==> src/kwi_pkg.sv <==
package kwi_pkg;

  // bus geometry
  localparam int unsigned ADDR_W   = 8;
  localparam int unsigned DATA_W   = 8;
  localparam int unsigned NUM_KEYS = 5;
  localparam int unsigned NUM_EVT  = 3;

  // register offsets
  localparam logic [7:0] OFS_STATUS_CONTROL = 8'h1a;
  localparam logic [7:0] OFS_PIN_ENABLE     = 8'h1b;
  localparam logic [7:0] OFS_EVT_STATUS     = 8'h1c;
  localparam logic [7:0] OFS_EVT_MASK       = 8'h1d;

  // keypad_status_control field positions
  localparam int unsigned BIT_PENDING = 3;
  localparam int unsigned BIT_ACK     = 2;
  localparam int unsigned BIT_MASK    = 1;
  localparam int unsigned BIT_SENSE   = 0;

  // event status bit positions
  localparam int unsigned EVT_LATCHED = 0;
  localparam int unsigned EVT_ACKED   = 1;
  localparam int unsigned EVT_REFUSED = 2;

  // values after reset
  localparam logic [4:0] RST_PIN_ENABLE = 5'h00;
  localparam logic       RST_MASK       = 1'b0;
  localparam logic       RST_SENSE      = 1'b0;
  localparam logic [2:0] RST_EVT_MASK   = 3'h0;
  localparam logic [7:0] RST_RDATA      = 8'h00;

  // synchroniser depth
  localparam int unsigned SYNC_STAGES = 2;

  // request state, gray along idle -> pending -> wait for release
  typedef enum logic [1:0] {
    KWI_IDLE    = 2'b00,
    KWI_PEND    = 2'b01,
    KWI_RELWAIT = 2'b11
  } kwi_state_t;

endpackage

==> src/kwi_sync.sv <==
`timescale 1ns/1ns
module kwi_sync #(
  parameter int unsigned WIDTH  = 5,
  parameter int unsigned STAGES = 2
) (
  input  wire logic             clk_sys,
  input  wire logic             rstn,
  input  wire logic [WIDTH-1:0] async_in,
  output logic      [WIDTH-1:0] sync_out
);
  import kwi_pkg::*;

  // pins idle high through their pull-ups
  logic [WIDTH-1:0] chain_q [STAGES];
  logic [WIDTH-1:0] chain_d [STAGES];

  always_comb begin
    chain_d[0] = async_in;
    for (int i = 1; i < STAGES; i++) begin
      chain_d[i] = chain_q[i-1];
    end
  end

  genvar g;
  generate
    for (g = 0; g < STAGES; g++) begin : g_stage
      always_ff @(posedge clk_sys or negedge rstn) begin
        if (!rstn) begin
          chain_q[g] <= '1;
        end else begin
          chain_q[g] <= chain_d[g];
        end
      end
    end
  endgenerate

  assign sync_out = chain_q[STAGES-1];

endmodule

==> src/kwi_evt_irq.sv <==
`timescale 1ns/1ns
module kwi_evt_irq #(
  parameter int unsigned N = 3
) (
  input  wire logic         clk_sys,
  input  wire logic         rstn,
  input  wire logic [N-1:0] evt_set,
  input  wire logic         status_rd,
  input  wire logic         mask_wr,
  input  wire logic [N-1:0] mask_wdata,
  output logic      [N-1:0] status_q,
  output logic      [N-1:0] mask_q,
  output logic              irq_q
);
  import kwi_pkg::*;

  logic [N-1:0] status_d;
  logic [N-1:0] mask_d;
  logic         irq_d;

  // sticky bits, a new event beats the read clear
  always_comb begin
    status_d = status_rd ? evt_set : (status_q | evt_set);
    mask_d   = mask_wr ? mask_wdata : mask_q;
    irq_d    = |(status_d & mask_d);
  end

  always_ff @(posedge clk_sys or negedge rstn) begin
    if (!rstn) begin
      status_q <= '0;
      mask_q   <= N'(RST_EVT_MASK);
      irq_q    <= 1'b0;
    end else begin
      status_q <= status_d;
      mask_q   <= mask_d;
      irq_q    <= irq_d;
    end
  end

endmodule

==> src/kwi_top.sv <==
// What this block does
// - first fall among high enabled pins latches request
// - level mode clears after ack and release
// - vector fetch acknowledges like software
// - enabled pin gets pull-up, forced input
// - status bits seven to four read zero
// - pending flag read-only, reset clears it
// - writing ack one clears request, reads zero
// - mask blocks cpu interrupt, flag still shows
// - sensitivity one edge-and-level, zero edge-only
// - five enables gate pins, reset clears all
// - enable bits four to zero, rest zero
// - unmasked request wakes processor from wait
// - unmasked request wakes processor from stop
// - break clear allowed lets ack writes clear flag
// - break clear blocked ignores ack writes
//
// The address-and-strobe port is this design's own decision.
`timescale 1ns/1ns
module kwi_top (
  input  wire logic                             clk_sys,
  input  wire logic                             rstn,
  input  wire logic [kwi_pkg::ADDR_W-1:0]       addr,
  input  wire logic [kwi_pkg::DATA_W-1:0]       wdata,
  input  wire logic                             wr_en,
  input  wire logic                             rd_en,
  output logic      [kwi_pkg::DATA_W-1:0]       rdata,
  input  wire logic [kwi_pkg::NUM_KEYS-1:0]     keypad_irq_pins,
  input  wire logic                             vector_fetch,
  input  wire logic                             break_state,
  input  wire logic                             break_clear_enable,
  output logic      [kwi_pkg::NUM_KEYS-1:0]     pullup_en,
  output logic      [kwi_pkg::NUM_KEYS-1:0]     force_input,
  output logic                                  key_irq,
  output logic                                  wakeup,
  output logic                                  irq
);
  import kwi_pkg::*;

  // register hit decode
  function automatic logic hit(input logic [ADDR_W-1:0] a,
                               input logic [7:0]        ofs);
    hit = (a == ofs);
  endfunction

  logic [NUM_KEYS-1:0] pins_sync;
  logic [NUM_KEYS-1:0] key_pin_enables_q;
  logic [NUM_KEYS-1:0] key_pin_enables_d;
  logic                key_irq_mask_q;
  logic                key_irq_mask_d;
  logic                key_sensitivity_select_q;
  logic                key_sensitivity_select_d;
  kwi_state_t          state_q;
  kwi_state_t          state_d;
  logic                any_low_q;
  logic                any_low_d;
  logic [DATA_W-1:0]   rdata_q;
  logic [DATA_W-1:0]   rdata_d;
  logic                key_irq_q;
  logic                key_irq_d;
  logic                wakeup_q;
  logic                wakeup_d;
  logic [NUM_KEYS-1:0] pullup_q;
  logic [NUM_KEYS-1:0] pullup_d;
  logic [NUM_KEYS-1:0] force_in_q;
  logic [NUM_KEYS-1:0] force_in_d;

  logic                wr_ctl;
  logic                wr_en_reg;
  logic                ack_write;
  logic                ack_blocked;
  logic                sw_ack;
  logic                ack;
  logic                fall;
  logic                key_pending_flag;
  logic [NUM_EVT-1:0]  evt_set;
  logic [NUM_EVT-1:0]  evt_status;
  logic [NUM_EVT-1:0]  evt_mask;
  logic                evt_status_rd;
  logic                evt_mask_wr;

  kwi_sync #(
    .WIDTH  (NUM_KEYS),
    .STAGES (SYNC_STAGES)
  ) u_sync (
    .clk_sys  (clk_sys),
    .rstn     (rstn),
    .async_in (keypad_irq_pins),
    .sync_out (pins_sync)
  );

  // bus decode
  always_comb begin
    wr_ctl        = wr_en && hit(addr, OFS_STATUS_CONTROL);
    wr_en_reg     = wr_en && hit(addr, OFS_PIN_ENABLE);
    evt_mask_wr   = wr_en && hit(addr, OFS_EVT_MASK);
    evt_status_rd = rd_en && hit(addr, OFS_EVT_STATUS);
    ack_write     = wr_ctl && wdata[BIT_ACK];
    ack_blocked   = ack_write && break_state && !break_clear_enable;
    sw_ack        = ack_write && !ack_blocked;
    ack           = sw_ack || vector_fetch;
  end

  // pin level and edge detection on enabled pins only
  always_comb begin
    any_low_d = |(~pins_sync & key_pin_enables_q);
    fall      = any_low_d && !any_low_q;
  end

  // control register next values
  always_comb begin
    key_pin_enables_d        = key_pin_enables_q;
    key_irq_mask_d           = key_irq_mask_q;
    key_sensitivity_select_d = key_sensitivity_select_q;
    if (wr_en_reg) begin
      key_pin_enables_d = wdata[NUM_KEYS-1:0];
    end
    if (wr_ctl) begin
      key_irq_mask_d           = wdata[BIT_MASK];
      key_sensitivity_select_d = wdata[BIT_SENSE];
    end
  end

  // request state: a new fall beats any acknowledge
  always_comb begin
    state_d = state_q;
    case (state_q)
      KWI_IDLE: begin
        if (fall) begin
          state_d = KWI_PEND;
        end
      end
      KWI_PEND: begin
        if (fall) begin
          state_d = KWI_PEND;
        end else if (ack) begin
          if (key_sensitivity_select_q && any_low_d) begin
            state_d = KWI_RELWAIT;
          end else begin
            state_d = KWI_IDLE;
          end
        end
      end
      KWI_RELWAIT: begin
        if (!any_low_d || !key_sensitivity_select_q) begin
          state_d = KWI_IDLE;
        end
      end
      default: begin
        state_d = KWI_IDLE;
      end
    endcase
  end

  // outputs toward cpu, pads and wake logic
  always_comb begin
    key_pending_flag = (state_q != KWI_IDLE);
    key_irq_d        = (state_d != KWI_IDLE) && !key_irq_mask_d;
    wakeup_d         = key_irq_d;
    pullup_d         = key_pin_enables_d;
    force_in_d       = key_pin_enables_d;
  end

  // event sources for the summary interrupt
  always_comb begin
    evt_set              = '0;
    evt_set[EVT_LATCHED] = fall && (state_q == KWI_IDLE);
    evt_set[EVT_ACKED]   = ack && key_pending_flag;
    evt_set[EVT_REFUSED] = ack_blocked;
  end

  // read data, registered for the next cycle
  always_comb begin
    rdata_d = '0;
    if (rd_en) begin
      if (hit(addr, OFS_STATUS_CONTROL)) begin
        rdata_d[BIT_PENDING] = key_pending_flag;
        rdata_d[BIT_MASK]    = key_irq_mask_q;
        rdata_d[BIT_SENSE]   = key_sensitivity_select_q;
      end else if (hit(addr, OFS_PIN_ENABLE)) begin
        rdata_d[NUM_KEYS-1:0] = key_pin_enables_q;
      end else if (hit(addr, OFS_EVT_STATUS)) begin
        rdata_d[NUM_EVT-1:0] = evt_status;
      end else if (hit(addr, OFS_EVT_MASK)) begin
        rdata_d[NUM_EVT-1:0] = evt_mask;
      end
    end
  end

  always_ff @(posedge clk_sys or negedge rstn) begin
    if (!rstn) begin
      key_pin_enables_q        <= RST_PIN_ENABLE;
      key_irq_mask_q           <= RST_MASK;
      key_sensitivity_select_q <= RST_SENSE;
      state_q                  <= KWI_IDLE;
      any_low_q                <= 1'b0;
      rdata_q                  <= RST_RDATA;
      key_irq_q                <= 1'b0;
      wakeup_q                 <= 1'b0;
      pullup_q                 <= RST_PIN_ENABLE;
      force_in_q               <= RST_PIN_ENABLE;
    end else begin
      key_pin_enables_q        <= key_pin_enables_d;
      key_irq_mask_q           <= key_irq_mask_d;
      key_sensitivity_select_q <= key_sensitivity_select_d;
      state_q                  <= state_d;
      any_low_q                <= any_low_d;
      rdata_q                  <= rdata_d;
      key_irq_q                <= key_irq_d;
      wakeup_q                 <= wakeup_d;
      pullup_q                 <= pullup_d;
      force_in_q               <= force_in_d;
    end
  end

  kwi_evt_irq #(
    .N (NUM_EVT)
  ) u_evt (
    .clk_sys    (clk_sys),
    .rstn       (rstn),
    .evt_set    (evt_set),
    .status_rd  (evt_status_rd),
    .mask_wr    (evt_mask_wr),
    .mask_wdata (wdata[NUM_EVT-1:0]),
    .status_q   (evt_status),
    .mask_q     (evt_mask),
    .irq_q      (irq)
  );

  assign rdata       = rdata_q;
  assign key_irq     = key_irq_q;
  assign wakeup      = wakeup_q;
  assign pullup_en   = pullup_q;
  assign force_input = force_in_q;

endmodule

==> config.mk <==
export PLATFORM = sky130hd
export DESIGN_NAME = kwi_top
export DESIGN_NICKNAME = d
export VERILOG_FILES = /design/src/kwi_pkg.sv /design/src/kwi_sync.sv /design/src/kwi_evt_irq.sv /design/src/kwi_top.sv
export SDC_FILE = /design/constraint.sdc
export NUM_CORES = 1
export LEC_CHECK = 0
export BUFFER_PORTS_ARGS = -buffer_cell sky130_fd_sc_hd__buf_2
export CORE_MARGIN = 2
export CORE_UTILIZATION = 49
export DETAILED_ROUTE_END_ITERATION = 8
export PLACE_DENSITY = 0.85
export SLEW_MARGIN = 20
export SYNTH_ARGS = -nofsm -noshare
export SYNTH_HDL_FRONTEND = slang
export SYNTH_SLANG_ARGS = --single-unit
export TNS_END_PERCENT = 10
==> constraint.sdc <==
create_clock -name clk_sys -period 2.05 [get_ports clk_sys]
set_clock_uncertainty 0.05 [all_clocks]
set_input_delay 0.1025 -clock clk_sys [delete_from_list [all_inputs] [get_ports clk_sys]]
set_output_delay 0.1025 -clock clk_sys [all_outputs]
set_load 0.03 [all_outputs]
==> impl_metrics.prom <==
# TYPE chip_impl_metric gauge
chip_impl_metric{name="ctsResizeCount",unit=""} 0
chip_impl_metric{name="gpl.final_weighted_congestion",unit=""} 0.8395
chip_impl_metric{name="synth_enable_flop_cells",unit=""} 0
chip_impl_metric{name="drive_gt1_share",unit="%"} 42.53
chip_impl_metric{name="final_hold_viol_count",unit=""} 0
chip_impl_metric{name="post_synth_inst_count",unit=""} 121
chip_impl_metric{name="post-cts-setup-buffers",unit=""} 0
chip_impl_metric{name="ys_types",unit=""} 39
chip_impl_metric{name="grt_start_max_net_pins",unit=""} 34
chip_impl_metric{name="number_of_antenna_violations_at_the_first_check_in_global_routing",unit=""} 0
chip_impl_metric{name="power_frac_clock",unit="%"} 31.3
chip_impl_metric{name="reg2regPathDepth",unit=""} 5
chip_impl_metric{name="tritoncts_sinks",unit=""} 33
chip_impl_metric{name="synth-async-reset-ratio",unit="%"} 100.0
chip_impl_metric{name="place_worst_setup_slack",unit="ps"} 302.4
chip_impl_metric{name="yosys_warnings",unit=""} 0
chip_impl_metric{name="maxSlewViolCount",unit=""} 0
chip_impl_metric{name="floorplan.initialDensity",unit="%"} 51.64
chip_impl_info{name="cts.root.buffer_cell",value="sky130_fd_sc_hd__clkbuf_4"} 1
chip_impl_metric{name="row_count",unit=""} 19
chip_impl_metric{name="yosys_register_bits",unit=""} 33
chip_impl_metric{name="placed_cell_area",unit="mm2"} 0.001617
chip_impl_metric{name="power.share.switching",unit="%"} 26.55
chip_impl_metric{name="buffer_ports.inserted",unit=""} 42
chip_impl_metric{name="setup-violations-final",unit=""} 0
chip_impl_metric{name="worst_hold_path.num_cells",unit=""} 4
chip_impl_metric{name="tightest_slew",unit="ps"} 680.1
chip_impl_info{name="crit_path_end",value="u_evt.irq_q$_DFF_PN0_"} 1
chip_impl_metric{name="ctsLongestPathBuffers",unit=""} 2
chip_impl_info{name="synth_area_leader_cell",value="sky130_fd_sc_hd__dfrtp_1"} 1
chip_impl_metric{name="vias",unit=""} 1067
chip_impl_metric{name="cp.arrival",unit="ps"} 1770
chip_impl_info{name="endpoint_kind",value="register"} 1
chip_impl_metric{name="wire_length_of_the_first_global_routing_pass",unit="um"} 4623
chip_impl_metric{name="routed_wl",unit="um"} 2792
chip_impl_metric{name="max_clock_freq",unit="GHz"} 0.6268
chip_impl_metric{name="die_area",unit="mm2"} 0.003380
chip_impl_metric{name="fp.coreArea",unit="mm2"} 0.002781
chip_impl_metric{name="cellPowerDensity",unit="mW/mm2"} 728.4
chip_impl_metric{name="worst_slack",unit="ps"} 454.7
chip_impl_metric{name="postRouteAntennaNets",unit=""} 0
chip_impl_metric{name="synthesis.area",unit="mm2"} 0.001436
chip_impl_info{name="rsz0062_at_grt",value="no"} 1
chip_impl_metric{name="dp_hpwl",unit="um"} 2072
chip_impl_info{name="yosysMostFrequentCell",value="sky130_fd_sc_hd__dfrtp_1"} 1
chip_impl_info{name="synthFlopType",value="sky130_fd_sc_hd__dfrtp_1"} 1
chip_impl_metric{name="post-route-drc-count",unit=""} 0
chip_impl_metric{name="cp_max_fo",unit=""} 2
chip_impl_info{name="crit_path_cell_trace",value="nand2b_1, o221ai_1, o21ai_0, a21boi_2, a221o_1"} 1
chip_impl_metric{name="clk_pin_slew",unit="ps"} 100
chip_impl_metric{name="clk-insertion-delay-late",unit="ps"} 330
chip_impl_metric{name="worst_ep_required_time",unit="ps"} 2220
chip_impl_metric{name="netSwitchingPower",unit="mW"} 0.3475
chip_impl_metric{name="drv_cap",unit=""} 0
chip_impl_metric{name="postLayoutCellArea",unit="mm2"} 0.001797
chip_impl_info{name="timing.setup.critical_path_class",value="register to register"} 1
chip_impl_info{name="hold_path.class",value="input pin to register"} 1
chip_impl_metric{name="critical-path-max-stage-delay",unit="ps"} 530
chip_impl_metric{name="synth-seq-area-share",unit="%"} 58.36
chip_impl_info{name="synth_common_cells",value="sky130_fd_sc_hd__dfrtp_1 (23), sky130_fd_sc_hd__nand2_1 (13), sky130_fd_sc_hd__dfstp_2 (10)"} 1
chip_impl_metric{name="seq_power_share",unit="%"} 54.0
chip_impl_metric{name="first_global_vias",unit=""} 1032
chip_impl_info{name="timing.critical_path.from",value="u_sync.sync_out[3]$_DFF_PN1_"} 1
chip_impl_info{name="status",value="finished, final reports clean"} 1
chip_impl_metric{name="tns",unit="ps"} 0
chip_impl_metric{name="power.ir.vdd_worst",unit="uV"} 710.1
chip_impl_info{name="synth.area.top_cells",value="sky130_fd_sc_hd__dfrtp_1 (40%), sky130_fd_sc_hd__dfstp_2 (18%), sky130_fd_sc_hd__buf_4 (4.7%)"} 1
chip_impl_metric{name="static_leakage_power",unit="nW"} 0.8855
chip_impl_info{name="worst_reg2reg_endpoint",value="u_evt.irq_q$_DFF_PN0_"} 1
chip_impl_metric{name="final.period_utilization",unit="%"} 77.82
chip_impl_metric{name="chipHeight",unit="um"} 58.14
chip_impl_metric{name="mean_routed_wirelength_per_cell",unit="um"} 13.62
chip_impl_metric{name="slew_hr",unit="%"} 54.66
chip_impl_metric{name="power.share.combinational",unit="%"} 14.7
chip_impl_metric{name="internal-power",unit="mW"} 0.9612
chip_impl_metric{name="setup.reg_to_reg.worst_slack",unit="ps"} 450
chip_impl_metric{name="grt-ovfl-total",unit=""} 0
chip_impl_metric{name="area_growth",unit="%"} 25.09
chip_impl_info{name="tritoncts",value="yes"} 1
chip_impl_metric{name="holdWs",unit="ps"} 68.12
chip_impl_metric{name="tritoncts.num_buffers",unit=""} 5
chip_impl_metric{name="syn_avg_cell_area",unit="um2"} 11.87
chip_impl_metric{name="track_usage",unit="%"} 19.26
chip_impl_metric{name="die_width",unit="um"} 58.14
chip_impl_metric{name="dr.first_iter.drc_count",unit=""} 37
chip_impl_info{name="reg2reg_from",value="u_sync.sync_out[3]$_DFF_PN1_"} 1
chip_impl_metric{name="post_drt_via_cell_ratio",unit=""} 5.205
chip_impl_metric{name="totalPowerFinal",unit="mW"} 1.309
chip_impl_metric{name="insertedDiodeCount",unit=""} 0
chip_impl_metric{name="firstDrtPassIters",unit=""} 4
chip_impl_metric{name="synth_top_area_share",unit="%"} 40.07
chip_impl_metric{name="design.final.nets",unit=""} 201
chip_impl_metric{name="cts-hold-fix-buffers",unit=""} 11
chip_impl_metric{name="final.fill_count",unit=""} 228
chip_impl_metric{name="post-route-min-period",unit="ps"} 1595
chip_impl_metric{name="cts_htree_levels",unit=""} 2
chip_impl_info{name="cpMaxStageDelayCell",value="sky130_fd_sc_hd__dfstp_2"} 1
chip_impl_info{name="worst_setup_path_start_kind",value="register"} 1
chip_impl_metric{name="pin_count",unit=""} 49
worst min path at each step:
| stage | startpoint | endpoint | slack [ps] |
|---|---|---|---|
| after floorplan | rstn | any_low_q$_DFF_PN0_ | -240 |
| after global routing | addr[0] | rdata[4]$_DFF_PN0_ | 80 |
| after CTS | vector_fetch | state_q[0]$_DFF_PN0_ | 60 |
| final | vector_fetch | state_q[0]$_DFF_PN0_ | 70 |
| after global placement | rstn | wakeup$_DFF_PN0_ | 120 |
| after detailed placement | rstn | state_q[1]$_DFF_PN0_ | 130 |
final cells by class:
class                   count  area [um2]  share of cell area (%)
multi-input cells          75       506.7                   28.20
well taps                  31       38.79                   2.159
clock buffers               7       65.06                   3.621
repair buffers             54       327.8                   18.25
inverters                   4       15.01                  0.8357
clock inverters             1       5.005                  0.2786
flip-flops and latches     33       838.3                   46.66
cells by family (layout without fill, tap and decap cells):
| family | count (synthesis) | in the layout | share of synthesized area, % |
|---|---|---|---|
| other cells | 1 | 3 | 0.2611 |
| buf+inv | 15 | 66 | 6.881 |
| flops | 33 | 33 | 58.36 |
| simple gates | 42 | 42 | 17.51 |
| mux | 8 | 8 | 6.445 |
| compound gates | 22 | 22 | 10.54 |
state kept, by name, summed over array words and instances (netlist names):
name	flops
wakeup	1
key_sensitivity_select_q	1
force_input	5
u_evt.irq_q	1
key_irq_mask_q	1
u_sync.sync_out	5
u_evt.status_q	3
any_low_q	1
u_sync.chain_d	5
rdata	5
state_q	2
u_evt.mask_q	3
critical path, delay by kind of cell, from the launching register on:
family	cells	cell delay [ps]
AO/OA/AOI/OAI	4	810
AND/OR/NAND/NOR	1	90
flip-flops	1	530
power by group through the flow:
stage / Sequential, mW / Combinational [mW] / Clock, mW
finish: 0.707 / 0.192 / 0.410
global route: 0.712 / 0.209 / 0.454
CTS: 0.708 / 0.193 / 0.419
detailed placement: 0.719 / 0.177 / 0
global placement: 0.717 / 0.173 / 0
floorplan: 0.737 / 0.101 / 0
per-stage QoR:
step                      util, %  std cells
after detailed placement    58.12        186
after global routing        64.60        205
after global placement      58.12        186
final                       64.60        205
after CTS                   64.60        205
after floorplan                 -        123
cell usage in the layout, fill, tap and decap left out, types with 5 or more instances in the layout:
master,Yosys,routed
sky130_fd_sc_hd__o21ai_0,7,7
sky130_fd_sc_hd__mux2_2,6,6
sky130_fd_sc_hd__clkbuf_4,0,5
sky130_fd_sc_hd__nand2_1,13,13
sky130_fd_sc_hd__dlygate4sd3_1,0,11
sky130_fd_sc_hd__buf_2,1,42
sky130_fd_sc_hd__nor2_1,6,6
sky130_fd_sc_hd__dfrtp_1,23,23
sky130_fd_sc_hd__dfstp_2,10,10
metal layers:
layer,part of all wire (%),up-vias,global-route usage [%]
met4,2.1,0,8.970
met1,42,508,23.85
met3,5.9,5,7.366
met5,0,-,0
met2,50,35,29.87
li1,-,519,-
Note: power is estimated with default switching activity, not from simulation.
